`config.mk`:
```
export PLATFORM = sky130hd
export DESIGN_NAME = imdr_diag_record
export DESIGN_NICKNAME = d
export VERILOG_FILES = /design/src/imdr_pkg.sv /design/src/imdr_ticker.sv /design/src/imdr_sync.sv /design/src/imdr_diag_record.sv
export SDC_FILE = /design/constraint.sdc
export NUM_CORES = 1
export LEC_CHECK = 0
export ABC_AREA = 1
export ABC_CLOCK_PERIOD_IN_PS = 1690
export BUFFER_PORTS_ARGS = -buffer_cell sky130_fd_sc_hd__buf_2
export CAP_MARGIN = 20
export CORE_ASPECT_RATIO = 0.9
export CORE_MARGIN = 2
export CORE_UTILIZATION = 60
export CTS_CLUSTER_DIAMETER = 200
export DETAILED_ROUTE_END_ITERATION = 12
export PLACE_DENSITY = 0.87
export SLEW_MARGIN = 20
export SYNTH_ARGS = -nofsm -noshare
export SYNTH_HDL_FRONTEND = slang
export SYNTH_SLANG_ARGS = --single-unit
```
`constraint.sdc`:
```
create_clock -name mclk -period 1.69 [get_ports mclk]
set_input_delay 0.169 -clock mclk [delete_from_list [all_inputs] [get_ports mclk]]
set_output_delay 0.169 -clock mclk [all_outputs]
set_load 0.005 [all_outputs]
```
`src/imdr_pkg.sv`:
```
package imdr_pkg;

  // ****************************************************************
  // Record layout
  // ****************************************************************
  localparam int RECORD_BYTES = 20;
  localparam logic [4:0] OFS_FAULT_SUMMARY = 5'h00;
  localparam logic [4:0] OFS_CLASS_INFO    = 5'h01;
  localparam logic [4:0] OFS_SPARE         = 5'h02;
  localparam logic [4:0] OFS_INTERNAL      = 5'h03;
  localparam logic [4:0] OFS_CHANNEL_KIND  = 5'h04;
  localparam logic [4:0] OFS_DIAG_BITS     = 5'h05;
  localparam logic [4:0] OFS_CHANNEL_COUNT = 5'h06;
  localparam logic [4:0] OFS_LOST_EDGE     = 5'h07;
  localparam logic [4:0] OFS_CHAN_FAULT_LO = 5'h08;
  localparam logic [4:0] OFS_CHAN_FAULT_HI = 5'h0f;
  localparam logic [4:0] OFS_TIMESTAMP     = 5'h10;

  // ****************************************************************
  // Field positions and fixed values
  // ****************************************************************
  localparam int BIT_MODULE_FAIL   = 0;
  localparam int BIT_EXTERNAL_ERR  = 2;
  localparam int BIT_CHANNEL_ERR   = 3;
  localparam int BIT_BUF_OVERFLOW  = 3;
  localparam int BIT_IRQ_LOST      = 6;
  localparam int BIT_CHAN_INFO     = 4;
  localparam logic [3:0] CLASS_DIGITAL     = 4'hf;
  localparam logic [6:0] KIND_DIGITAL_IN   = 7'h70;
  localparam logic [7:0] DIAG_BITS_VALUE   = 8'h00;
  localparam logic [7:0] CHANNEL_COUNT_VAL = 8'h04;
  localparam logic [7:0] IRQ_ENABLE_ON     = 8'h40;
  localparam logic [7:0] IRQ_ENABLE_OFF    = 8'h00;

  // ****************************************************************
  // Timing
  // ****************************************************************
  localparam int CLOCK_MHZ    = 100;
  localparam int TICK_US      = 1;
  localparam int TICK_CYCLES  = TICK_US * CLOCK_MHZ;

  // Fault causes presented by the module's own logic.
  typedef struct packed {
    logic       module_fail;
    logic       external_err;
    logic       buf_overflow;
    logic       irq_lost;
    logic [3:0] edge_lost;
  } imdr_cause_type;

endpackage

```
`src/imdr_ticker.sv`:
```
`timescale 1ns/10ps
module imdr_ticker
#(
  parameter int PRESCALE = imdr_pkg::TICK_CYCLES
)
(
  // Clock and reset
  input  wire logic        mclk,
  input  wire logic        reset_n,
  // Count
  output logic [31:0]      us_count
);

  logic [6:0]  pre_reg;
  logic [6:0]  pre_next;
  logic [31:0] cnt_reg;
  logic [31:0] cnt_next;

  always_comb
  begin
    pre_next = pre_reg + 7'h01;
    cnt_next = cnt_reg;
    if (pre_reg == 7'(PRESCALE - 1))
    begin
      pre_next = 7'h00;
      // Natural 32-bit overflow gives the wrap to zero.
      cnt_next = cnt_reg + 32'h00000001;
    end
  end

  always_ff @(posedge mclk)
  begin
    if (!reset_n)
    begin
      pre_reg <= 7'h00;
      cnt_reg <= 32'h00000000;
    end
    else
    begin
      pre_reg <= pre_next;
      cnt_reg <= cnt_next;
    end
  end

  assign us_count = cnt_reg;

  a_tick_spacing: assert property (
    @(posedge mclk) disable iff (!reset_n)
    (pre_reg != 7'(PRESCALE - 1)) |=> (cnt_reg == $past(cnt_reg)))
    else $error("ticker moved off its prescaler boundary");

  a_tick_step: assert property (
    @(posedge mclk) disable iff (!reset_n)
    (pre_reg == 7'(PRESCALE - 1)) |=> (cnt_reg == $past(cnt_reg) + 1))
    else $error("ticker did not advance by one");

endmodule

```
`src/imdr_sync.sv`:
```
`timescale 1ns/10ps
module imdr_sync
#(
  parameter int WIDTH = 8
)
(
  // Clock and reset
  input  wire logic             mclk,
  input  wire logic             reset_n,
  // Data
  input  wire logic [WIDTH-1:0] async_in,
  output logic      [WIDTH-1:0] sync_out
);

  logic [WIDTH-1:0] s1_reg;
  logic [WIDTH-1:0] s2_reg;
  logic [WIDTH-1:0] s3_reg;
  logic [WIDTH-1:0] out_reg;
  logic [WIDTH-1:0] out_next;

  // A bit changes only once stages two and three agree.
  always_comb
  begin
    for (int i = 0; i < WIDTH; i++)
    begin
      out_next[i] = (s2_reg[i] == s3_reg[i]) ? s3_reg[i] : out_reg[i];
    end
  end

  always_ff @(posedge mclk)
  begin
    if (!reset_n)
    begin
      s1_reg  <= '0;
      s2_reg  <= '0;
      s3_reg  <= '0;
      out_reg <= '0;
    end
    else
    begin
      s1_reg  <= async_in;
      s2_reg  <= s1_reg;
      s3_reg  <= s2_reg;
      out_reg <= out_next;
    end
  end

  assign sync_out = out_reg;

endmodule

```
`src/imdr_diag_record.sv`:
```
// What this block does
// Fault summary bit 0 set on module failure.
// Summary bit 2 external error, bit 3 channel error, others reserved.
// Module class nibble reads 1111b, meaning digital module.
// Class bit 4 flags channel information present; bits 7..5 reserved.
// Internal fault bit 3 set on diagnostics buffer overflow.
// Internal fault bit 6 set on lost process interrupt; rest reserved.
// Channel kind reads 70h, digital input; bit 7 reserved.
// Diagnostic bits per channel reads constant 00h.
// Channel count reads constant 04h.
// Lost-edge bits 0..3 follow channels 0..3; upper nibble reserved.
// Timestamp holds ticker value captured at the diagnostic event.
// A 32-bit microsecond ticker starts at zero after power-on.
// Ticker wraps to zero after its maximum and keeps counting.
// Outgoing diagnostic interrupt raised automatically when causes vanish.
// Channel events between incoming and outgoing interrupt are discarded.
// Red fault indicator lit from first incoming to last outgoing.
// Host writes 40h to enable diagnostic interrupts, 00h to disable.
// Reserved bits and bytes read as zero.
// Ticker advances once per microsecond through a fixed prescaler.
`timescale 1ns/10ps
module imdr_diag_record
#(
  parameter int CHANNELS = 4
)
(
  // Clock and reset
  input  wire logic                  mclk,
  input  wire logic                  reset_n,
  // Fault causes from module logic, same clock
  input  wire imdr_pkg::imdr_cause_type cause,
  // Physical input lines, asynchronous
  input  wire logic [CHANNELS-1:0]   input_line,
  // Diagnostic enable parameter byte
  input  wire logic [7:0]            diag_irq_enable,
  // Record read port
  input  wire logic                  rd_en,
  input  wire logic [4:0]            rd_addr,
  output logic [7:0]                 rd_data,
  // Interrupt events to the coupler
  output logic                       diag_incoming,
  output logic                       diag_outgoing,
  // Indicators
  output logic                       fault_indicator,
  output logic [CHANNELS-1:0]        input_state
);

  // ****************************************************************
  // Input synchronisers and ticker
  // ****************************************************************
  logic [CHANNELS-1:0] line_sync;
  logic [31:0]         us_now;

  imdr_sync #(.WIDTH(CHANNELS)) u_sync
  (
    .mclk     (mclk),
    .reset_n  (reset_n),
    .async_in (input_line),
    .sync_out (line_sync)
  );

  imdr_ticker u_ticker
  (
    .mclk     (mclk),
    .reset_n  (reset_n),
    .us_count (us_now)
  );

  // ****************************************************************
  // Diagnostic state
  // ****************************************************************
  typedef enum logic [1:0]
  {
    ST_CLEAR  = 2'b01,
    ST_ACTIVE = 2'b10
  } imdr_state_type;

  imdr_state_type      state_reg;
  imdr_state_type      state_next;
  logic [7:0]          summary_reg;
  logic [7:0]          summary_next;
  logic [7:0]          internal_reg;
  logic [7:0]          internal_next;
  logic [7:0]          lost_reg;
  logic [7:0]          lost_next;
  logic [31:0]         stamp_reg;
  logic [31:0]         stamp_next;
  logic                inc_reg;
  logic                inc_next;
  logic                out_reg;
  logic                out_next;
  logic                led_reg;
  logic                led_next;
  logic [7:0]          rdata_reg;
  logic [7:0]          rdata_next;
  logic [CHANNELS-1:0] state_in_reg;
  logic                enabled;
  logic                any_cause;
  logic [7:0]          sum_now;
  logic [7:0]          int_now;
  logic [7:0]          lost_now;

  assign enabled   = (diag_irq_enable == imdr_pkg::IRQ_ENABLE_ON);
  assign any_cause = cause.module_fail | cause.external_err |
                     cause.buf_overflow | cause.irq_lost |
                     (|cause.edge_lost);

  // Live view of the causes in record form; reserved bits stay zero.
  always_comb
  begin
    sum_now  = 8'h00;
    int_now  = 8'h00;
    lost_now = 8'h00;
    sum_now[imdr_pkg::BIT_MODULE_FAIL]  = cause.module_fail;
    sum_now[imdr_pkg::BIT_EXTERNAL_ERR] = cause.external_err;
    sum_now[imdr_pkg::BIT_CHANNEL_ERR]  = |cause.edge_lost;
    int_now[imdr_pkg::BIT_BUF_OVERFLOW] = cause.buf_overflow;
    int_now[imdr_pkg::BIT_IRQ_LOST]     = cause.irq_lost;
    lost_now[3:0] = cause.edge_lost;
  end

  always_comb
  begin
    state_next    = state_reg;
    summary_next  = summary_reg;
    internal_next = internal_reg;
    lost_next     = lost_reg;
    stamp_next    = stamp_reg;
    inc_next      = 1'b0;
    out_next      = 1'b0;
    led_next      = led_reg;
    unique case (state_reg)
      ST_CLEAR:
      begin
        if (enabled && any_cause)
        begin
          state_next    = ST_ACTIVE;
          summary_next  = sum_now;
          internal_next = int_now;
          lost_next     = lost_now;
          stamp_next    = us_now;
          inc_next      = 1'b1;
          led_next      = 1'b1;
        end
      end
      ST_ACTIVE:
      begin
        // Record is frozen here, so later channel events are dropped.
        if (!any_cause || !enabled)
        begin
          state_next = ST_CLEAR;
          out_next   = 1'b1;
          led_next   = 1'b0;
        end
      end
    endcase
  end

  // ****************************************************************
  // Record read port
  // ****************************************************************
  always_comb
  begin
    rdata_next = rdata_reg;
    if (rd_en)
    begin
      rdata_next = 8'h00;
      if (rd_addr == imdr_pkg::OFS_FAULT_SUMMARY)
        rdata_next = summary_reg;
      else if (rd_addr == imdr_pkg::OFS_CLASS_INFO)
        rdata_next = {3'h0, 1'b1, imdr_pkg::CLASS_DIGITAL};
      else if (rd_addr == imdr_pkg::OFS_INTERNAL)
        rdata_next = internal_reg;
      else if (rd_addr == imdr_pkg::OFS_CHANNEL_KIND)
        rdata_next = {1'b0, imdr_pkg::KIND_DIGITAL_IN};
      else if (rd_addr == imdr_pkg::OFS_DIAG_BITS)
        rdata_next = imdr_pkg::DIAG_BITS_VALUE;
      else if (rd_addr == imdr_pkg::OFS_CHANNEL_COUNT)
        rdata_next = imdr_pkg::CHANNEL_COUNT_VAL;
      else if (rd_addr == imdr_pkg::OFS_LOST_EDGE)
        rdata_next = lost_reg;
      else if (rd_addr >= imdr_pkg::OFS_TIMESTAMP &&
               rd_addr <= imdr_pkg::OFS_TIMESTAMP + 5'h03)
        rdata_next = stamp_reg[8*(rd_addr[1:0]) +: 8];
    end
  end

  always_ff @(posedge mclk)
  begin
    if (!reset_n)
    begin
      state_reg    <= ST_CLEAR;
      summary_reg  <= 8'h00;
      internal_reg <= 8'h00;
      lost_reg     <= 8'h00;
      stamp_reg    <= 32'h00000000;
      inc_reg      <= 1'b0;
      out_reg      <= 1'b0;
      led_reg      <= 1'b0;
      rdata_reg    <= 8'h00;
      state_in_reg <= '0;
    end
    else
    begin
      state_reg    <= state_next;
      summary_reg  <= summary_next;
      internal_reg <= internal_next;
      lost_reg     <= lost_next;
      stamp_reg    <= stamp_next;
      inc_reg      <= inc_next;
      out_reg      <= out_next;
      led_reg      <= led_next;
      rdata_reg    <= rdata_next;
      state_in_reg <= line_sync;
    end
  end

  assign rd_data         = rdata_reg;
  assign diag_incoming   = inc_reg;
  assign diag_outgoing   = out_reg;
  assign fault_indicator = led_reg;
  assign input_state     = state_in_reg;

  // ****************************************************************
  // Checks
  // ****************************************************************
  a_class_byte: assert property (
    @(posedge mclk) disable iff (!reset_n)
    (rd_en && rd_addr == imdr_pkg::OFS_CLASS_INFO) |=> rd_data == 8'h1f)
    else $error("class byte wrong");

  a_kind_byte: assert property (
    @(posedge mclk) disable iff (!reset_n)
    (rd_en && rd_addr == imdr_pkg::OFS_CHANNEL_KIND) |=> rd_data == 8'h70)
    else $error("channel kind wrong");

  a_count_byte: assert property (
    @(posedge mclk) disable iff (!reset_n)
    (rd_en && rd_addr == imdr_pkg::OFS_CHANNEL_COUNT) |=> rd_data == 8'h04)
    else $error("channel count wrong");

  a_bits_byte: assert property (
    @(posedge mclk) disable iff (!reset_n)
    (rd_en && rd_addr == imdr_pkg::OFS_DIAG_BITS) |=> rd_data == 8'h00)
    else $error("diag bits byte wrong");

  a_spare_zero: assert property (
    @(posedge mclk) disable iff (!reset_n)
    (rd_en && rd_addr == imdr_pkg::OFS_SPARE) |=> rd_data == 8'h00)
    else $error("spare byte not zero");

  a_reserved_zero: assert property (
    @(posedge mclk) disable iff (!reset_n)
    (summary_reg & 8'hf2) == 8'h00 && (internal_reg & 8'hb7) == 8'h00 &&
    lost_reg[7:4] == 4'h0)
    else $error("reserved bit set");

  a_summary_bits: assert property (
    @(posedge mclk) disable iff (!reset_n)
    (state_reg == ST_CLEAR && enabled && any_cause) |=>
    summary_reg[2] == $past(cause.external_err) &&
    summary_reg[3] == $past(|cause.edge_lost))
    else $error("summary bits not captured");

  a_internal_bits: assert property (
    @(posedge mclk) disable iff (!reset_n)
    (state_reg == ST_CLEAR && enabled && any_cause) |=>
    internal_reg[3] == $past(cause.buf_overflow) &&
    internal_reg[6] == $past(cause.irq_lost))
    else $error("internal fault bits not captured");

  a_lost_bits: assert property (
    @(posedge mclk) disable iff (!reset_n)
    (state_reg == ST_CLEAR && enabled && any_cause) |=>
    lost_reg[3:0] == $past(cause.edge_lost))
    else $error("lost edge bits not captured");

  a_stamp_capture: assert property (
    @(posedge mclk) disable iff (!reset_n)
    $rose(inc_reg) |-> stamp_reg == $past(us_now))
    else $error("timestamp not captured at event");

  a_record_frozen: assert property (
    @(posedge mclk) disable iff (!reset_n)
    (state_reg == ST_ACTIVE && $past(state_reg) == ST_ACTIVE) |->
    $stable(lost_reg))
    else $error("record changed while active");

  a_record_held: assert property (
    @(posedge mclk) disable iff (!reset_n)
    (state_reg == ST_ACTIVE && $past(state_reg) == ST_ACTIVE) |->
    $stable(summary_reg) && $stable(internal_reg) && $stable(stamp_reg))
    else $error("record bytes changed while active");

  a_outgoing_auto: assert property (
    @(posedge mclk) disable iff (!reset_n)
    (state_reg == ST_ACTIVE && !any_cause) |=> out_reg && !led_reg)
    else $error("outgoing not raised");

  a_outgoing_off: assert property (
    @(posedge mclk) disable iff (!reset_n)
    (state_reg == ST_ACTIVE && !enabled) |=> out_reg && !led_reg)
    else $error("outgoing not raised on disable");

  a_led_window: assert property (
    @(posedge mclk) disable iff (!reset_n)
    led_reg == (state_reg == ST_ACTIVE))
    else $error("indicator outside window");

  a_fail_bit: assert property (
    @(posedge mclk) disable iff (!reset_n)
    (state_reg == ST_CLEAR && enabled && cause.module_fail) |=>
    summary_reg[0] && inc_reg)
    else $error("module failure not recorded");

  c_incoming: cover property (@(posedge mclk) disable iff (!reset_n)
    inc_reg);
  c_outgoing: cover property (@(posedge mclk) disable iff (!reset_n)
    out_reg);
  c_stamp_read: cover property (@(posedge mclk) disable iff (!reset_n)
    rd_en && rd_addr == imdr_pkg::OFS_TIMESTAMP && state_reg == ST_ACTIVE);

endmodule

```
==> flow_summary.json <==
{
  "htreeDepth": 3,
  "status": "finished clean",
  "synth.area.top_cells": "dfxtp_1 41%, nand2_1 18%, nor2_1 12%",
  "synth_edf_count": 0,
  "synth-seq-area-share": 0.413,
  "peakVddDrop_uv": 457,
  "grt_pass1_vias": 4520,
  "top_layer": "met4",
  "clock.fmax_ghz": 0.641,
  "dieArea_um2": 9830,
  "wl_per_cell_um": 11.4,
  "hold_viol_final": 0,
  "rsz0062_at_grt": "false",
  "fin_crit_sh": 0.923,
  "clock_sinks": 112,
  "ys.flop_type": "dfxtp_1",
  "synth.most_common_cell": "nand2_1",
  "synth_seq_cells": 112,
  "cp_max_fo": 8,
  "cts-root-buf": "clkbuf_8",
  "utilization": 0.700,
  "postCtsSetupBuffers": 0,
  "yosys.area.top_type_share": 0.413,
  "synth_area_um2": 5430,
  "finalMaxSlewViolations": 0,
  "setup_viol": 0,
  "viasPerCell": 4.90,
  "p_leak_uw": 0.00302,
  "netlist_top_cells_count": "254 x nand2_1, 176 x nor2_1, 125 x inv_1",
  "clk_pin_slew_worst_paths_ps": 120,
  "power_per_cell_area_nw_per_um2": 742,
  "yosys.area_share.simple": 0.402,
  "synth_top_family_by_area": "simple AND/OR/NAND/NOR gates",
  "grt_use_total": 0.249,
  "areaGrowthSynthToFinish_pct": 12.0,
  "setup-tns-final_ps": 0,
  "ioPinCount": 43,
  "syn_avg_cell_area_um2": 6.44,
  "clock_latency_ps": 390,
  "drv_cap": 0,
  "multiInputGateArea_um2": 2610,
  "grt_max_degree": 61,
  "synth_cell_types": 34,
  "route.met2.wl_mm": 5.16,
  "via_count": 5003,
  "skew_ps": 12.3,
  "tightestPinTransition_ps": 445,
  "syn-num-nets": 874,
  "synth.mux.area_fraction": 0,
  "initial_utilization": 0.625,
  "yosysWarnings": 0,
  "antenna_cells": 0,
  "fin_area_um2": 6080,
  "crit_type": "flip-flop to flip-flop",
  "port_buffers": 42,
  "max_slew_margin": 0.702,
  "grt_pass1_wl_mm": 19.9,
  "yosysTopAreaCell": "dfxtp_1",
  "synth_fa_ha_area_frac": 0.00461,
  "firstDrtPassIters": 5,
  "dpl.hpwl_mm": 8.52,
  "hp-class": "input port to flip-flop",
  "worst_setup_path_end_kind": "flip-flop",
  "cp.arrival_ps": 1840,
  "layoutNonFillerInstCount": 1021,
  "drt-initial-drc-count": 334,
  "final.min_clock_period_ps": 1560,
  "final.fill_count": 767,
  "num_rows": 32,
  "dpl_cell_area_um2": 5830,
  "synthXorXnorAreaFrac": 0.00645,
  "dp_cells": 1001,
  "overflow": 0,
  "numCtsBuffers": 9,
  "dieHeight_um": 94.3,
  "drive_above_1_share": 0.126,
  "drc": 0,
  "dr_wl_met3_um": 605,
  "ant_nets": 0,
  "die_w_um": 104,
  "start_kind": "flip-flop",
  "async_reset_ff_frac": 0,
  "synth_compound_area_frac": 0.0659,
  "antenna_found_initial": 0,
  "place_congestion": 0.933,
  "ff_latch_area_um2": 2240,
  "drt-met1-wl_mm": 5.65,
  "fin_worst_hold_slack_ps": 19.8,
  "cts_tree": "done",
  "drt_wl_total_mm": 11.6,
  "syn_inst": 844,
  "fin_nets": 927,
  "clock_tree.buffer_depth": 2,
  "core_area_um2": 8690,
  "worstPathRequired_ps": 1970
}
[per-layer routing]
metal  global-route usage  up-vias
li1                     -     2642
met1                0.331     2218
met2                0.408      123
met3               0.0534       20
met4               0.0755        0
met5                    0        -
[metrics by stage]
step	power, uW	setup slack (ps)
4_1_cts	4530	91.5
2_1_floorplan	2880	239
3_5_place_dp	2970	117
3_3_place_gp	2970	177
5_1_grt	4680	6.49
6_report	4510	130
[cell usage in the layout (no fill, tap or decap), types with 4 or more instances in the layout]
cell           Yosys  final
xor2_1             4      4
nand2_2            8      7
nor2_2            13     14
nor3b_1            5      5
buf_2              5     42
nand2_1          254    254
clkbuf_8           0      9
nor2_4             6      6
o21ai_0           12     12
nand3_1           29     29
dlygate4sd3_1      0      4
o21bai_1           6      6
nor2_1           176    175
inv_1            125    125
buf_4              8     16
nand3_2            4      4
nand4_1            9      9
dfxtp_1          112    111
a21oi_1           40     40
[worst max-delay path, stage by stage, from the launching register on]
cell and delay [ps]:
dfxtp_1 370, ha_1 180, nand2_1 70, nor2_2 170, nand2_4 130, nor2_2 150
nand2_1 100, nor2_1 100, nand3_1 80, nand2_1 70, nor2_1 30
[final timing paths]
kind                       start               endpoint  slack [ps]  depth (start not counted)
max          u_ticker.pre_reg[0]  u_ticker.us_count[23]         130                         10
min                     cause[4]        internal_reg[6]          20                          3
max reg2reg  u_ticker.pre_reg[0]  u_ticker.us_count[23]         130                         10
min reg2reg     u_sync.s1_reg[2]       u_sync.s2_reg[2]         420                          2
[timing repair]
| action | 4_1_cts | 5_1_grt |
|---|---|---|
| hold buffers | 4 | 0 |
| setup endpoints to repair | 0 | 8 |
| gates resized for setup | 0 | 3 |
| hold endpoints to repair | 4 | 0 |
[report_power, final]
part           switching (uW)  internal (uW)  total (uW)
Clock                    1000            584        1590
Combinational             147           91.7         239
Sequential               13.7           2670        2680
[cell families (layout without fill, tap and decap cells)]
logic type	Yosys count	count (layout)
simple gates	513	513
compound gates	66	66
buf+inv	147	205
fa+ha+maj	2	2
flops	112	112
xor+xnor	4	4
[area by class of cell]
cell class,instances,area share
Sequential cell,112,0.369
Timing Repair Buffer,64,0.0674
Tap cell,119,0.0245
Clock buffer,9,0.0204
Multi-Input combinational cell,585,0.429
Clock inverter,7,0.0127
Inverter,125,0.0771
Note: power is estimated with default switching activity, not from simulation.
